## config.mk

```make
export PLATFORM = sky130hd
export DESIGN_NAME = rhk_regs
export DESIGN_NICKNAME = d
export VERILOG_FILES = /design/src/verilog/rhk_regs.v
export VERILOG_INCLUDE_DIRS = /design/src /design/src/verilog
export SDC_FILE = /design/constraint.sdc
export NUM_CORES = 1
export LEC_CHECK = 0
export BUFFER_PORTS_ARGS = -buffer_cell sky130_fd_sc_hd__clkbuf_2
export CORE_ASPECT_RATIO = 1.1
export CORE_UTILIZATION = 46
export DETAILED_ROUTE_END_ITERATION = 8
export GPL_TIMING_DRIVEN = 0
export PLACE_DENSITY_LB_ADDON = 0.05
export SETUP_SLACK_MARGIN = 0.5
export SYNTH_ARGS = -nofsm -noshare
export SYNTH_HDL_FRONTEND = slang
export SYNTH_SLANG_ARGS = --single-unit
```

## constraint.sdc

```tcl
create_clock -name sys_clk_i -period 1.7 [get_ports sys_clk_i]
set_clock_uncertainty 0.05 [all_clocks]
set_input_delay 0.17 -clock sys_clk_i [delete_from_list [all_inputs] [get_ports sys_clk_i]]
set_output_delay 0.17 -clock sys_clk_i [all_outputs]
set_load 0.02 [all_outputs]
```

## src/verilog/rhk_map.vh

```
// register map, field positions and reset values for the housekeeping bank
`ifndef RHK_MAP_VH
`define RHK_MAP_VH

// printed offsets are not word multiples: they are register indices, byte address = 4 * index
`define RHK_IDX_FLAG_CTRL        12'h310
`define RHK_IDX_WAKE_STATUS      12'h311
`define RHK_IDX_STRENGTH         12'h312
`define RHK_IDX_PULL_IN          12'h315
`define RHK_IDX_IMAGE_CAL        12'h319
`define RHK_IDX_SHUTDOWN         12'h322
`define RHK_IDX_RX_POWER         12'h324
`define RHK_IDX_OSC_CTRL         12'h340
`define RHK_IDX_IRQ_STATUS       12'h341
`define RHK_IDX_IRQ_MASK         12'h342
`define RHK_ADDR_W               14

// wake_status fields
`define RHK_ST_CAL_ERR           6
`define RHK_ST_CAL_DONE          5
`define RHK_ST_XTAL_OK           4
`define RHK_ST_XTAL_LVL          3
`define RHK_ST_COLD              2
`define RHK_ST_TO_LATCH          1
`define RHK_ST_TO_LIVE           0

// flag control fields
`define RHK_FC_CAL_EN            1
`define RHK_FC_CLEAR             0
// oscillator control field
`define RHK_OC_XTAL_EN           0

// image calibration fields
`define RHK_IC_OVR               5
`define RHK_IC_FREQ_HI           4
`define RHK_IC_FREQ_LO           3
`define RHK_IC_PWR_HI            2
`define RHK_IC_PWR_LO            0

// field write masks and reset values
`define RHK_SHUT_REQ             0
`define RHK_FC_MASK              8'h02
`define RHK_IC_MASK              8'h3F
`define RHK_SD_MASK              8'h01
`define RHK_RX_MASK              8'h1F
`define RHK_OC_MASK              8'h01

// receive enable bit positions
`define RHK_RX_ADC               4
`define RHK_RX_METER             3
`define RHK_RX_FILTER            2
`define RHK_RX_MIXER             1
`define RHK_RX_AMP               0
`define RHK_RST_BYTE             8'h00
`define RHK_RST_PULL_IN          8'h32
`define RHK_STRENGTH_OFFSET      8'h6B

// interrupt status bits
`define RHK_IRQ_COLD             0
`define RHK_IRQ_TIMEOUT          1
`define RHK_IRQ_CAL_DONE         2
`define RHK_IRQ_SHUTDOWN         3
`define RHK_IRQ_MASK             8'h0F

// axi responses
`define RHK_RESP_OKAY            2'h0
`define RHK_RESP_SLVERR          2'h2

`endif

```

## src/verilog/rhk_regs.v

```verilog
// housekeeping register bank with axi4-lite slave, status flags and interrupt
`timescale 1ns/1ps
`include "rhk_map.vh"

// Overview of operation
// - status bit 6: calibration error, enable-qualified
// - status bit 5: calibration done, enable-qualified
// - status bit 4: slow crystal settled, enable-qualified
// - status bit 3: live slow crystal level
// - status bit 2: cold-start flag, registered
// - status bit 1: latched wake timeout flag
// - status bit 0: high while wake counter zero
// - read-only strength value, dBm = value - 107
// - pull-in limit resets 50, loaded on receive
// - tone frequency field decodes off, /4, /8, /16
// - tone level field decodes off, 1x..4x
// - bit 5 enables calibration result overwrite
// - shutdown only when request set and select high
// - receive enables bits 4..0, reset zero
// - flag clear clears timeout and cold-start flags
// - enable bit starts/stops rc calibration
module rhk_regs
(
	// clock and reset
	input  wire        sys_clk_i,
	input  wire        srst_i,
	// axi4-lite write address, data and response
	input  wire [13:0] s_axi_awaddr_i,
	input  wire        s_axi_awvalid_i,
	output reg         s_axi_awready_o,
	input  wire [31:0] s_axi_wdata_i,
	input  wire [3:0]  s_axi_wstrb_i,
	input  wire        s_axi_wvalid_i,
	output reg         s_axi_wready_o,
	output reg  [1:0]  s_axi_bresp_o,
	output reg         s_axi_bvalid_o,
	input  wire        s_axi_bready_i,
	// axi4-lite read
	input  wire [13:0] s_axi_araddr_i,
	input  wire        s_axi_arvalid_i,
	output reg         s_axi_arready_o,
	output reg  [31:0] s_axi_rdata_o,
	output reg  [1:0]  s_axi_rresp_o,
	output reg         s_axi_rvalid_o,
	input  wire        s_axi_rready_i,
	// oscillator and wake timer status from analog / timer
	input  wire        cal_error_i,
	input  wire        cal_done_i,
	input  wire        slow_xtal_settled_i,
	input  wire        slow_xtal_level_i,
	input  wire        cold_start_i,
	input  wire        wake_counter_zero_i,
	// communications processor updates
	input  wire        strength_valid_i,
	input  wire [7:0]  strength_value_i,
	input  wire        receive_state_entry_i,
	input  wire [7:0]  if_bandwidth_khz_i,
	input  wire        chip_select_i,
	// control outputs
	output reg         rc_cal_enable_o,
	output reg         slow_xtal_enable_o,
	output reg         image_cal_override_o,
	output reg  [1:0]  tone_divider_sel_o,
	output reg         tone_div_enable_o,
	output reg  [2:0]  tone_level_o,
	output reg         tone_mixer_enable_o,
	output reg         shutdown_start_o,
	output reg         converter_on_o,
	output reg         strength_meter_on_o,
	output reg         if_filter_on_o,
	output reg         mixer_on_o,
	output reg         front_amp_on_o,
	output reg  [7:0]  freq_pull_in_limit_o,
	output reg         irq_o
);

	////////////////////////////////////////////////////////////////////////////////
	// input synchronisers for pin-level status

	reg  [6:0] sync_a;
	reg  [6:0] sync_b;
	wire [6:0] raw_in = {cal_error_i, cal_done_i, slow_xtal_settled_i, slow_xtal_level_i,
		cold_start_i, wake_counter_zero_i, chip_select_i};

	genvar gi;
	generate
		for (gi = 0; gi < 7; gi = gi + 1)
		begin : g_sync
			always @(posedge sys_clk_i)
			begin
				if (srst_i)
				begin
					sync_a[gi] <= 1'b0;
					sync_b[gi] <= 1'b0;
				end
				else
				begin
					sync_a[gi] <= raw_in[gi];
					sync_b[gi] <= sync_a[gi];
				end
			end
		end
	endgenerate

	wire s_cal_err  = sync_b[6];
	wire s_cal_done = sync_b[5];
	wire s_xtal_ok  = sync_b[4];
	wire s_xtal_lvl = sync_b[3];
	wire s_cold     = sync_b[2];
	wire s_zero     = sync_b[1];
	wire s_cs       = sync_b[0];

	////////////////////////////////////////////////////////////////////////////////
	// register storage

	reg  [7:0] flag_ctrl;
	reg  [7:0] osc_ctrl;
	reg  [7:0] image_cal;
	reg  [7:0] shutdown_ctl;
	reg  [7:0] rx_power;
	reg  [7:0] strength;
	reg  [7:0] pull_in;
	reg        cold_flag;
	reg        timeout_flag;
	reg        zero_d;
	reg        cal_done_d;
	reg  [7:0] irq_status;
	reg  [7:0] irq_mask;

	// merge byte lane 0 only; data is 8 bits wide
	function [7:0] merge_byte;
		input [7:0] old_v;
		input [7:0] new_v;
		input       lane_en;
		input [7:0] mask;
		begin
			merge_byte = lane_en ? ((old_v & ~mask) | (new_v & mask)) : old_v;
		end
	endfunction

	// byte address to register index
	function [11:0] reg_index;
		input [13:0] byte_addr;
		begin
			reg_index = byte_addr[13:2];
		end
	endfunction

	////////////////////////////////////////////////////////////////////////////////
	// axi write channel: address and data taken in either order

	reg         aw_held;
	reg         w_held;
	reg  [11:0] aw_idx;
	reg  [7:0]  w_byte;
	reg         w_lane;

	wire aw_take = s_axi_awvalid_i & s_axi_awready_o;
	wire w_take  = s_axi_wvalid_i & s_axi_wready_o;
	wire wr_go   = aw_held & w_held & ~s_axi_bvalid_o;

	wire wr_fc   = wr_go & (aw_idx == `RHK_IDX_FLAG_CTRL) & w_lane;
	wire wr_ist  = wr_go & (aw_idx == `RHK_IDX_IRQ_STATUS) & w_lane;
	wire clr_wake = wr_fc & w_byte[`RHK_FC_CLEAR];

	reg  known_wr;
	always @*
	begin
		case (aw_idx)
			`RHK_IDX_FLAG_CTRL, `RHK_IDX_IMAGE_CAL, `RHK_IDX_SHUTDOWN, `RHK_IDX_RX_POWER,
			`RHK_IDX_OSC_CTRL, `RHK_IDX_IRQ_STATUS, `RHK_IDX_IRQ_MASK,
			`RHK_IDX_WAKE_STATUS, `RHK_IDX_STRENGTH, `RHK_IDX_PULL_IN:
				known_wr = 1'b1;
			default:
				known_wr = 1'b0;
		endcase
	end

	always @(posedge sys_clk_i)
	begin
		if (srst_i)
		begin
			aw_held         <= 1'b0;
			w_held          <= 1'b0;
			aw_idx          <= 12'h000;
			w_byte          <= `RHK_RST_BYTE;
			w_lane          <= 1'b0;
			s_axi_awready_o <= 1'b0;
			s_axi_wready_o  <= 1'b0;
			s_axi_bvalid_o  <= 1'b0;
			s_axi_bresp_o   <= `RHK_RESP_OKAY;
		end
		else
		begin
			s_axi_awready_o <= ~aw_held & ~aw_take & ~s_axi_bvalid_o;
			s_axi_wready_o  <= ~w_held & ~w_take & ~s_axi_bvalid_o;
			if (aw_take)
			begin
				aw_held <= 1'b1;
				aw_idx  <= reg_index(s_axi_awaddr_i);
			end
			if (w_take)
			begin
				w_held <= 1'b1;
				w_byte <= s_axi_wdata_i[7:0];
				w_lane <= s_axi_wstrb_i[0];
			end
			if (wr_go)
			begin
				aw_held        <= 1'b0;
				w_held         <= 1'b0;
				s_axi_bvalid_o <= 1'b1;
				s_axi_bresp_o  <= known_wr ? `RHK_RESP_OKAY : `RHK_RESP_SLVERR;
			end
			else if (s_axi_bvalid_o & s_axi_bready_i)
				s_axi_bvalid_o <= 1'b0;
		end
	end

	////////////////////////////////////////////////////////////////////////////////
	// software registers; reserved bits masked off on write

	always @(posedge sys_clk_i)
	begin
		if (srst_i)
		begin
			flag_ctrl    <= `RHK_RST_BYTE;
			osc_ctrl     <= `RHK_RST_BYTE;
			image_cal    <= `RHK_RST_BYTE;
			shutdown_ctl <= `RHK_RST_BYTE;
			rx_power     <= `RHK_RST_BYTE;
			irq_mask     <= `RHK_RST_BYTE;
		end
		else if (wr_go & w_lane)
		begin
			case (aw_idx)
				// clear bit is a strobe, never stored
				`RHK_IDX_FLAG_CTRL: flag_ctrl <= merge_byte(flag_ctrl, w_byte, 1'b1, `RHK_FC_MASK);
				`RHK_IDX_OSC_CTRL:  osc_ctrl  <= merge_byte(osc_ctrl, w_byte, 1'b1, `RHK_OC_MASK);
				`RHK_IDX_IMAGE_CAL: image_cal <= merge_byte(image_cal, w_byte, 1'b1, `RHK_IC_MASK);
				`RHK_IDX_SHUTDOWN:  shutdown_ctl <= merge_byte(shutdown_ctl, w_byte, 1'b1, `RHK_SD_MASK);
				`RHK_IDX_RX_POWER:  rx_power  <= merge_byte(rx_power, w_byte, 1'b1, `RHK_RX_MASK);
				`RHK_IDX_IRQ_MASK:  irq_mask  <= merge_byte(irq_mask, w_byte, 1'b1, `RHK_IRQ_MASK);
				default:            flag_ctrl <= flag_ctrl;
			endcase
		end
	end

	////////////////////////////////////////////////////////////////////////////////
	// hardware-updated flags and values; a set in the clear cycle wins

	wire timeout_rise = s_zero & ~zero_d;
	wire cal_done_rise = s_cal_done & ~cal_done_d;
	wire shut_go = shutdown_ctl[`RHK_SHUT_REQ] & s_cs;
	wire [7:0] irq_events = {4'h0, shut_go & ~shutdown_start_o, cal_done_rise, timeout_rise,
		s_cold & ~cold_flag};

	always @(posedge sys_clk_i)
	begin
		if (srst_i)
		begin
			cold_flag    <= 1'b0;
			timeout_flag <= 1'b0;
			zero_d       <= 1'b0;
			cal_done_d   <= 1'b0;
			strength     <= `RHK_RST_BYTE;
			pull_in      <= `RHK_RST_PULL_IN;
			irq_status   <= `RHK_RST_BYTE;
		end
		else
		begin
			zero_d     <= s_zero;
			cal_done_d <= s_cal_done;
			cold_flag    <= s_cold | (cold_flag & ~clr_wake);
			timeout_flag <= timeout_rise | (timeout_flag & ~clr_wake);
			if (strength_valid_i)
				strength <= strength_value_i;
			if (receive_state_entry_i)
				pull_in <= {1'b0, if_bandwidth_khz_i[7:1]};
			irq_status <= (irq_events & `RHK_IRQ_MASK) |
				(irq_status & ~(wr_ist ? w_byte : 8'h00));
		end
	end

	// live view of the wake status byte, qualified by enables
	wire [7:0] wake_status = {1'b0,
		s_cal_err & flag_ctrl[`RHK_FC_CAL_EN],
		s_cal_done & flag_ctrl[`RHK_FC_CAL_EN],
		s_xtal_ok & osc_ctrl[`RHK_OC_XTAL_EN],
		s_xtal_lvl,
		cold_flag,
		timeout_flag,
		s_zero};

	////////////////////////////////////////////////////////////////////////////////
	// axi read channel

	wire ar_take = s_axi_arvalid_i & s_axi_arready_o;
	reg  [7:0] rd_byte;
	reg        rd_ok;

	always @*
	begin
		rd_ok = 1'b1;
		case (reg_index(s_axi_araddr_i))
			`RHK_IDX_FLAG_CTRL:   rd_byte = flag_ctrl;
			`RHK_IDX_WAKE_STATUS: rd_byte = wake_status;
			`RHK_IDX_STRENGTH:    rd_byte = strength;
			`RHK_IDX_PULL_IN:     rd_byte = pull_in;
			`RHK_IDX_IMAGE_CAL:   rd_byte = image_cal;
			`RHK_IDX_SHUTDOWN:    rd_byte = shutdown_ctl;
			`RHK_IDX_RX_POWER:    rd_byte = rx_power;
			`RHK_IDX_OSC_CTRL:    rd_byte = osc_ctrl;
			`RHK_IDX_IRQ_STATUS:  rd_byte = irq_status;
			`RHK_IDX_IRQ_MASK:    rd_byte = irq_mask;
			default:
			begin
				rd_byte = `RHK_RST_BYTE;
				rd_ok   = 1'b0;
			end
		endcase
	end

	always @(posedge sys_clk_i)
	begin
		if (srst_i)
		begin
			s_axi_arready_o <= 1'b0;
			s_axi_rvalid_o  <= 1'b0;
			s_axi_rdata_o   <= 32'h00000000;
			s_axi_rresp_o   <= `RHK_RESP_OKAY;
		end
		else
		begin
			s_axi_arready_o <= ~ar_take & ~s_axi_rvalid_o;
			if (ar_take)
			begin
				s_axi_rvalid_o <= 1'b1;
				s_axi_rdata_o  <= {24'h000000, rd_byte};
				s_axi_rresp_o  <= rd_ok ? `RHK_RESP_OKAY : `RHK_RESP_SLVERR;
			end
			else if (s_axi_rvalid_o & s_axi_rready_i)
				s_axi_rvalid_o <= 1'b0;
		end
	end

	////////////////////////////////////////////////////////////////////////////////
	// registered control outputs

	wire [1:0] tone_freq = image_cal[`RHK_IC_FREQ_HI:`RHK_IC_FREQ_LO];
	wire [2:0] tone_pwr  = image_cal[`RHK_IC_PWR_HI:`RHK_IC_PWR_LO];

	// 0 off, 1-2 -> 1x, 3-4 -> 2x, 5-6 -> 3x, 7 -> 4x; output is multiple minus one
	function [2:0] tone_mult;
		input [2:0] code;
		begin
			case (code)
				3'h1, 3'h2: tone_mult = 3'h0;
				3'h3, 3'h4: tone_mult = 3'h1;
				3'h5, 3'h6: tone_mult = 3'h2;
				3'h7:       tone_mult = 3'h3;
				default:    tone_mult = 3'h0;
			endcase
		end
	endfunction

	always @(posedge sys_clk_i)
	begin
		if (srst_i)
		begin
			rc_cal_enable_o      <= 1'b0;
			slow_xtal_enable_o   <= 1'b0;
			image_cal_override_o <= 1'b0;
			tone_divider_sel_o   <= 2'h0;
			tone_div_enable_o    <= 1'b0;
			tone_level_o         <= 3'h0;
			tone_mixer_enable_o  <= 1'b0;
			shutdown_start_o     <= 1'b0;
			converter_on_o       <= 1'b0;
			strength_meter_on_o  <= 1'b0;
			if_filter_on_o       <= 1'b0;
			mixer_on_o           <= 1'b0;
			front_amp_on_o       <= 1'b0;
			freq_pull_in_limit_o <= `RHK_RST_PULL_IN;
			irq_o                <= 1'b0;
		end
		else
		begin
			rc_cal_enable_o      <= flag_ctrl[`RHK_FC_CAL_EN];
			slow_xtal_enable_o   <= osc_ctrl[`RHK_OC_XTAL_EN];
			image_cal_override_o <= image_cal[`RHK_IC_OVR];
			// select 0=/4 1=/8 2=/16 once enabled
			tone_div_enable_o    <= (tone_freq != 2'h0);
			tone_divider_sel_o   <= tone_freq - 2'h1;
			tone_mixer_enable_o  <= (tone_pwr != 3'h0);
			tone_level_o         <= tone_mult(tone_pwr);
			shutdown_start_o     <= shut_go;
			converter_on_o       <= rx_power[`RHK_RX_ADC];
			strength_meter_on_o  <= rx_power[`RHK_RX_METER];
			if_filter_on_o       <= rx_power[`RHK_RX_FILTER];
			mixer_on_o           <= rx_power[`RHK_RX_MIXER];
			front_amp_on_o       <= rx_power[`RHK_RX_AMP];
			freq_pull_in_limit_o <= pull_in;
			irq_o                <= |(irq_status & irq_mask);
		end
	end

endmodule

```

## Word-level counts from Yosys, hierarchy flattened

Cells that the tools add are included.

- Word-level logic and storage cells: 160
- Output and inout port bits: 66
- Bits in registers: 153

- Multiplexer cells: 11
- Bitwise gates (word level): 52
- Add/sub/neg operators: 1
- Reductions and logical operators: 16
- Equality and inequality tests: 25

Operators with widths:

| operator | count |
|---|---|
| equality test 12 x 10 -> 1 bit (second input constant) | 20 |
| case mux 8 bit (10 select lines) | 1 |
| bitwise AND 1 bit | 28 |
| OR reduction 10 bit | 2 |
| bitwise AND 8 bit | 2 |
| OR 8 x 1 -> 8 bit | 2 |
| equality test 3 bit (second input constant) | 4 |
| NOT 1 bit | 12 |
| AND reduction 2 bit | 6 |
| 2-to-1 mux 8 bit | 1 |
| NOT 8 bit | 1 |
| OR 4 x 8 -> 8 bit | 1 |
| OR 8 x 2 -> 8 bit | 1 |
| OR 8 x 4 -> 8 bit | 1 |
| OR 8 x 5 -> 8 bit | 1 |
| OR 8 x 6 -> 8 bit | 1 |
| OR reduction 8 bit | 1 |
| 2-to-1 mux 1 bit | 6 |
| case mux 2 bit (3 select lines) | 1 |
| nonzero test 2 bit | 3 |
| OR reduction 2 bit | 3 |
| 2-to-1 mux 2 bit | 2 |
| equality test 3 x 2 -> 1 bit (second input constant) | 1 |
| nonzero test 3 bit | 1 |
| other kinds (2) | 3 |

## Longest topological paths before layout

Gate-level depths: netlist (run 1).

- Depth in word-level cells: 8
- Gate-level depth with buffers: 7
- Depth with buffers taken out: 5

## Least setup slack after synthesis (run 1)

Ideal clock, no wire load.

- Path type: reg-to-reg
- Start point: reg aw_idx[5]
- End point: reg s_axi_bresp_o[1]
- Path buffers: 0
- Period minus slack after synthesis: 1875 ps
- Arrival: 1708 ps
- Path slack: -175 ps
- Setup time: 117 ps
- Required time: 1533 ps
- Cell stages (with the launch flop): 6
- Path through: dfxtp_1 > or4b_4 > a21o_1 > a2111oi_0 > nand3_1 > a32o_1

- Longest elaborated chain between the ends: 4
- Elaborated cells between the ends (all ways): 13
- Classes of those cells: eq/ne: 10; mux: 2; reduce/logical: 1

RTL lines:

| element | RTL line | RTL |
|---|---|---|
| from (decl) | rhk_regs.v:154 | `reg [11:0] aw_idx;` |
| from (signal assigned) | rhk_regs.v:200 | `aw_idx <= reg_index(s_axi_awaddr_i);` |
| equality test 12 x 10 -> 1 bit | rhk_regs.v:169 | `case (aw_idx)` |
| OR reduction 10 bit (*) | rhk_regs.v:169 |  |
| 2-to-1 mux 1 bit (*) | rhk_regs.v:169 |  |
| 2-to-1 mux 2 bit (no line) (*) | - |  |
| to (signal assigned) | rhk_regs.v:191 | `` s_axi_bresp_o <= `RHK_RESP_OKAY; `` |
| to (signal assigned) | rhk_regs.v:213 | `` s_axi_bresp_o <= known_wr ? `RHK_RESP_OKAY : `RHK_RESP_SLVERR; `` |
| to (decl) | rhk_regs.v:35 | `output reg [1:0] s_axi_bresp_o,` |

Mark *: on every way between the ends. The rest lies on a longest branch, timed or not.
A chain may end at the register's enable or synchronous reset.

## Worst setup path after layout (run 1)

- Start point: reg aw_idx[6]
- End point: reg image_cal[1]

- Longest elaborated chain between the ends: 2

RTL lines:

| element | RTL line | RTL |
|---|---|---|
| equality test 12 x 10 -> 1 bit | rhk_regs.v:236 | `case (aw_idx)` |
| AND reduction 2 bit (no line) | - |  |
| to (signal assigned) | rhk_regs.v:229 | `` image_cal <= `RHK_RST_BYTE; `` |
| to (signal assigned) | rhk_regs.v:240 | `` `RHK_IDX_IMAGE_CAL: image_cal <= merge_byte(image_cal, w_byte, 1'b1, `RHK_IC_MASK); `` |
| to (decl) | rhk_regs.v:118 | `reg [7:0] image_cal;` |

Every way passes these cells.

==> results of run 1 <==
-- flip-flops by register name, summed over array words and instances (netlist names), 2 cells and up --
signal / count
aw_idx: 12
irq_status: 8
s_axi_rdata_o: 8
strength: 8
w_byte: 8
freq_pull_in_limit_o: 7
pull_in: 7
sync_a: 7
image_cal: 6
rx_power: 5
irq_mask: 4
tone_divider_sel_o: 2
tone_level_o: 2
-- what timing repair did --
| item | in CTS | in global routing |
|---|---|---|
| gates resized for setup | 45 | 49 |
| pin swaps | 16 | 19 |
| hold endpoints to repair | 45 | 0 |
| hold buffers | 45 | 0 |
| setup endpoints to repair | 78 | 84 |
| setup buffers | 14 | 9 |
-- through the flow --
step	TNS [ps]	utilization	setup WS (ps)	total power (uW)	area [um^2]
5_1_grt	-2876	0.7035	-253.8	7699	7415
3_3_place_gp	-8935	0.5578	-405.2	3600	5879
4_1_cts	-1502	0.6861	-197.7	7477	7232
2_1_floorplan	-238.4	-	-76.59	3411	5225
6_report	-1754	0.7035	-189.0	7465	7415
3_5_place_dp	-9403	0.5578	-368.8	3612	5879
-- Yosys cell counts (all sizes together), types with 2 or more instances --
cell type / instances / area, um^2
nand4b: 4 / 35.03
nand2b: 6 / 37.54
a31oi: 2 / 12.51
nor2: 44 / 165.2
nand3: 9 / 45.04
and2b: 3 / 22.52
nor4b: 4 / 35.03
o41ai: 2 / 25.03
nand4: 7 / 43.79
a22o: 8 / 70.07
nand3b: 8 / 60.06
a22oi: 6 / 45.04
nor2b: 34 / 212.7
nand2: 75 / 281.5
a21bo: 3 / 30.03
mux2i: 34 / 340.3
or3b: 2 / 17.52
and2: 4 / 25.03
dfxtp: 120 / 2402
and3: 3 / 18.77
a221oi: 2 / 30.03
inv: 3 / 11.26
buf: 38 / 259.0
a32o: 2 / 20.02
nor4: 9 / 75.08
a211oi: 2 / 15.01
clkbuf: 22 / 82.58
nor3b: 3 / 22.52
or4b: 5 / 53.80
nand4bb: 4 / 45.04
a21oi: 38 / 190.2
or2: 5 / 31.28
o21ai: 8 / 40.04
o211ai: 2 / 20.02
nor3: 11 / 60.06
a2111oi: 3 / 26.28
-- worst max path at each step --
| stage | startpoint | end | slack, ps |
|---|---|---|---|
| final | aw_idx[6] | image_cal[1] | -190 |
| after detailed placement | s_axi_araddr_i[2] | s_axi_rdata_o[4] | -370 |
| after global routing | aw_idx[6] | image_cal[0] | -250 |
| after CTS | aw_idx[6] | s_axi_bresp_o[1] | -200 |
| after global placement | srst_i | irq_o | -410 |
| after floorplan | aw_idx[6] | s_axi_bresp_o[1] | -80 |
-- metal layers --
metal,track usage,up-vias,share of wire
met5,0,-,0
met4,0.09372,0,0.014
met3,0.04959,16,0.051
met2,0.4671,134,0.52
met1,0.3195,2173,0.42
li1,-,2289,-
-- cell families after synthesis --
| group | Yosys count | synth area share |
|---|---|---|
| AOI/OAI and AO/OA | 86 | 0.1185 |
| xor gates and xnor gates | 2 | 0.003477 |
| adders and majority gates | 1 | 0.002483 |
| buffers and inverters | 63 | 0.07003 |
| DFF | 120 | 0.4768 |
| muxes | 34 | 0.06754 |
| other | 1 | 0.0007443 |
| and+or+nand+nor | 243 | 0.2605 |
-- where the power goes --
group / leakage (uW) / internal [uW] / switching, uW
logic: 0.00192 / 341 / 383
clock network: 0.000303 / 2450 / 1320
registers: 0.000984 / 2900 / 72.4
-- final cells by class --
cell class | count | area, um^2
Clock inverter | 12 | 162.7
Clock buffer | 20 | 467.9
Buffer | 60 | 402.9
Tap cell | 143 | 178.9
Inverter | 3 | 11.26
Sequential cell | 120 | 2422
Timing Repair Buffer | 163 | 1162
Multi-Input combinational cell | 394 | 2606
Fill cell | 869 | 3126
-- worst max-delay path, cell delays in order (launching register included) --
cell and delay, ps:
dfxtp_4 340, or4b_4 570, nor4_4 200, nor2b_4 200, buf_6 150, mux2i_1 200, nor2_1 60
==> flow_summary.yaml, run 1 <==
clocking:
  cts_buffers: 17
  cts.sinks: 120
  insertion_delay_ps: 410
  clk_pin_slew_ps: 60
  cts_root_buf: "clkbuf_16"
  clk_path_buf_depth: 2
  cts_tree: "done"
  h-tree-depth: 4
grt:
  gr-usage-all-layers: 0.2660
  antenna_found_initial: 0
  grt-ovfl-total: 0
  grt_max_degree: 17
  grt_pass1_vias: 4525
  grt_pass1_wl_um: 22830
floorplanning:
  start_util: 0.4780
  io_pins: 162
  row_count: 39
  die_w_um: 101.8
  core_area_mm2: 0.01054
  dieArea_mm2: 0.01138
  die_h_um: 111.8
critical_path:
  rr_worst_depth: 6
  cp_max_fo: 6
  r2r_slack_ps: -190
  crit_required_ps: 1940
  crit_path_end_kind: "flop"
  cp.arrival_ps: 2130
  startpoint_type: "flop"
  critical_path_class: "reg2reg"
  timing.rr.end: "image_cal[1]"
  rr_startpoint: "aw_idx[6]"
synthesis:
  synth-async-reset-ratio: 0
  syn_inst: 550
  syn_area_per_cell_um2: 9.161
  netlist_area_mm2: 0.005039
  synth_edf_count: 0
  seq_area_frac_synth: 0.4768
  synth-seq-cells: 120
  ys_warn_count: 0
  synthFlopType: "dfxtp_1"
  netlist-cell-type-count: 59
run_status:
  status: "finished, violations left"
  violations: "negative setup slack"
sta:
  tightest_slew_ps: 680.5
  rsz0062_at_grt: "true"
  clock.fmax_mhz: 529.4
  whs_ps: 28.03
  layout_min_cycle_time_ps: 1889
  timing.final.crit_share: 1.111
  final_hold_viol_count: 0
  relSlewSlack: 0.5463
  setup_ws_ps: -189.0
  finalSetupViolations: 15
  slew_viol_final: 0
layout:
  layout_commonest_cell: "dfxtp_1"
  drive_gt1_frac: 0.3342
  diodes: 0
  fin_cells: 915
  area_growth_pct: 47.16
  fin_nets: 856
  final_cell_mix: "dfxtp_1 (112), clkbuf_2 (98), nand2_1 (75), buf_4 (52), dlygate4sd3_1 (45)"
routing:
  vias_per_cell: 5.040
  vias: 4612
  drt-pass1-iter-count: 4
  wire_per_inst_um: 15.99
  drc: 0
  ant_nets: 0
  drtIter0Drc: 211
  wl_um: 14630
placed_design:
  dp_hpwl_um: 9895
  place_congestion: 0.8825
  io_buffers: 95
  place_inst: 815
hold_path:
  hp-start: "s_axi_arvalid_i"
  min_to: "s_axi_rvalid_o"
  hold_path.class: "in2reg"
  whs_path_depth: 3
power_and_ir_drop:
  p_per_area_mw_per_mm2: 1007
  ir_worst_vdd_uv: 623.9
  p_leak_uw: 0.003203
job:
  max-cap-violations: 0
(Power assumes the default switching activity.)
==> inputs of run 2 (changes only) <==
--- a/config.mk
+++ b/config.mk
@@ -8,7 +8,8 @@
 export LEC_CHECK = 0
 export BUFFER_PORTS_ARGS = -buffer_cell sky130_fd_sc_hd__clkbuf_2
 export CORE_ASPECT_RATIO = 1.1
-export CORE_UTILIZATION = 46
+export CORE_UTILIZATION = 47
+export CTS_BUF_LIST = sky130_fd_sc_hd__clkbuf_2 sky130_fd_sc_hd__clkbuf_4 sky130_fd_sc_hd__clkbuf_8
 export DETAILED_ROUTE_END_ITERATION = 8
 export GPL_TIMING_DRIVEN = 0
 export PLACE_DENSITY_LB_ADDON = 0.05
==> run 2 against run 1 <==
The flow still finishes with violations (negative setup slack). Global-route usage rose by 0.097 points. Sequential power barely moved. Hold slack improved by 11 ps. Cell area down 1.7%. Highest routed layer unchanged. Critical endpoint is now s_axi_bresp_o[1]. Utilization decreased by 0.21 points. Cell count grew 0.11%. Critical path depth shrank 1.
==> flow_summary.yaml, run 2 (same netlist as run 1, synthesis figures left out) <==
sta:
  timing.final.crit_share: 1.133
  final_hold_viol_count: 0
  tightest_slew_ps: 754.5
  clock.fmax_mhz: 519.0
  setup-tns-final_ps: -2326
  slew_viol_final: 0
  layout_min_cycle_time_ps: 1927
  rsz0062_at_grt: "true"
  finalSetupViolations: 20
  setup_ws_ps: -226.9
  relSlewSlack: 0.4970
grt:
  antenna_found_initial: 0
  gr-usage-all-layers: 0.2669
  grt_max_degree: 17
  grt-ovfl-total: 0
  grt_pass1_vias: 4635
  grt_pass1_wl_um: 22430
placed_design:
  io_buffers: 95
  placed_cell_area_mm2: 0.005879
  place_congestion: 0.8709
  dp_hpwl_um: 9724
routing:
  drc: 0
  wire_per_inst_um: 15.69
  drt-pass1-iter-count: 5
  drtIter0Drc: 217
  ant_nets: 0
  vias: 4665
  vias_per_cell: 5.093
  wl_um: 14370
hold_path:
  whs_path_depth: 4
  min_to: "aw_idx[1]"
  hp-start: "s_axi_awvalid_i"
  hold_path.class: "in2reg"
run_status:
  violations: "negative setup slack"
  status: "finished, violations left"
critical_path:
  rr_worst_depth: 5
  rr_startpoint: "aw_idx[5]"
  critical_path_class: "reg2reg"
  r2r_slack_ps: -230
  cp_max_fo: 3
  cp.arrival_ps: 2210
  crit_path_end_kind: "flop"
  startpoint_type: "flop"
  crit_required_ps: 1980
  timing.rr.end: "s_axi_bresp_o[1]"
clocking:
  h-tree-depth: 4
  cts_buffers: 17
  cts_root_buf: "clkbuf_8"
  clk_path_buf_depth: 2
  cts_tree: "done"
  clk_pin_slew_ps: 70
  cts.sinks: 120
  insertion_delay_ps: 440
power_and_ir_drop:
  p_per_area_mw_per_mm2: 873.9
  ir_worst_vdd_uv: 826.0
  p_leak_uw: 0.003114
floorplanning:
  die_w_um: 100.7
  row_count: 39
  io_pins: 162
  dieArea_mm2: 0.01114
  die_h_um: 110.6
  start_util: 0.4848
  core_area_mm2: 0.01039
layout:
  drive_gt1_frac: 0.3441
  layout_commonest_cell: "dfxtp_1"
  largest-register: "aw_idx"
  n_fill_cell: 872
  final_cell_mix: "dfxtp_1 (105), clkbuf_2 (88), nand2_1 (75), buf_4 (52), dlygate4sd3_1 (46)"
  design_area_mm2: 0.007289
  area_growth_pct: 44.67
  fin_nets: 857
  diodes: 0
  multiInputGateArea_mm2: 0.002636
  seq_area_mm2: 0.002434
  largest_reg_flops: 12
job:
  max-cap-violations: 0
## run 2: stage by stage
stage | setup WS, ps | util | cells | total power, uW | hold slack (ps)
4_1_cts | -203.6 | 0.6820 | 908 | 6378 | 12.88
2_1_floorplan | -76.59 | - | 577 | 3411 | 248.2
3_5_place_dp | -354.2 | 0.5657 | 815 | 3611 | 336.4
5_1_grt | -298.6 | 0.7013 | 916 | 6598 | 33.16
3_3_place_gp | -399.2 | 0.5657 | 815 | 3599 | 329.3
6_report | -226.9 | 0.7013 | 916 | 6370 | 39.36
## run 2: layout make-up
type                    count  area share
plain buffers              60     0.05424
clock buffers              18     0.03313
clock inverters            14     0.02386
inverters                   3    0.001545
multi-input cells         394      0.3617
flip-flops and latches    120      0.3338
well taps                 143     0.02455
repair buffers            164      0.1672
## run 2: critical path, stage by stage, from the launching register on
cell and delay (ps):
dfxtp_4 340, or4b_4 570, a21o_1 200, a2111oi_4 290
nand3_1 150, a32o_1 220
## run 2: timing repair
| action | 4_1_cts | 5_1_grt |
|---|---|---|
| gates resized for setup | 57 | 60 |
| hold endpoints to repair | 45 | 0 |
| hold buffers | 46 | 0 |
| gates cloned | 0 | 0 |
| setup buffers | 15 | 8 |
| setup endpoints to repair | 78 | 73 |
| pin swaps | 29 | 23 |
## run 2: worst max path at each step
stage,start,endpoint,slack [ps],cells past startpoint
after floorplan,aw_idx[6],s_axi_bresp_o[1],-80,5
after global placement,srst_i,irq_o,-400,4
after detailed placement,s_axi_araddr_i[2],s_axi_rdata_o[0],-350,8
after CTS,aw_idx[5],image_cal[2],-200,6
after global routing,aw_idx[6],s_axi_bresp_o[1],-300,5
final,aw_idx[5],s_axi_bresp_o[1],-230,5
## run 2: power breakdown
part           switching, uW  total (uW)  leakage [uW]  internal [uW]
Clock                   1180        2660      0.000199           1470
Combinational            383         738       0.00193            354
Sequential              76.6        2980      0.000987           2900
Total                   1640        6370       0.00311           4730
## run 2: routing by layer
metal  track usage  share of wire  wire (um)  vias to the layer above
li1              -              -          -                     2286
met5             0              0          0                        -
met4        0.1208          0.023        331                        0
met2        0.4466           0.50       7239                      144
met1        0.3128           0.42       6054                     2206
met3       0.07658          0.052        743                       29
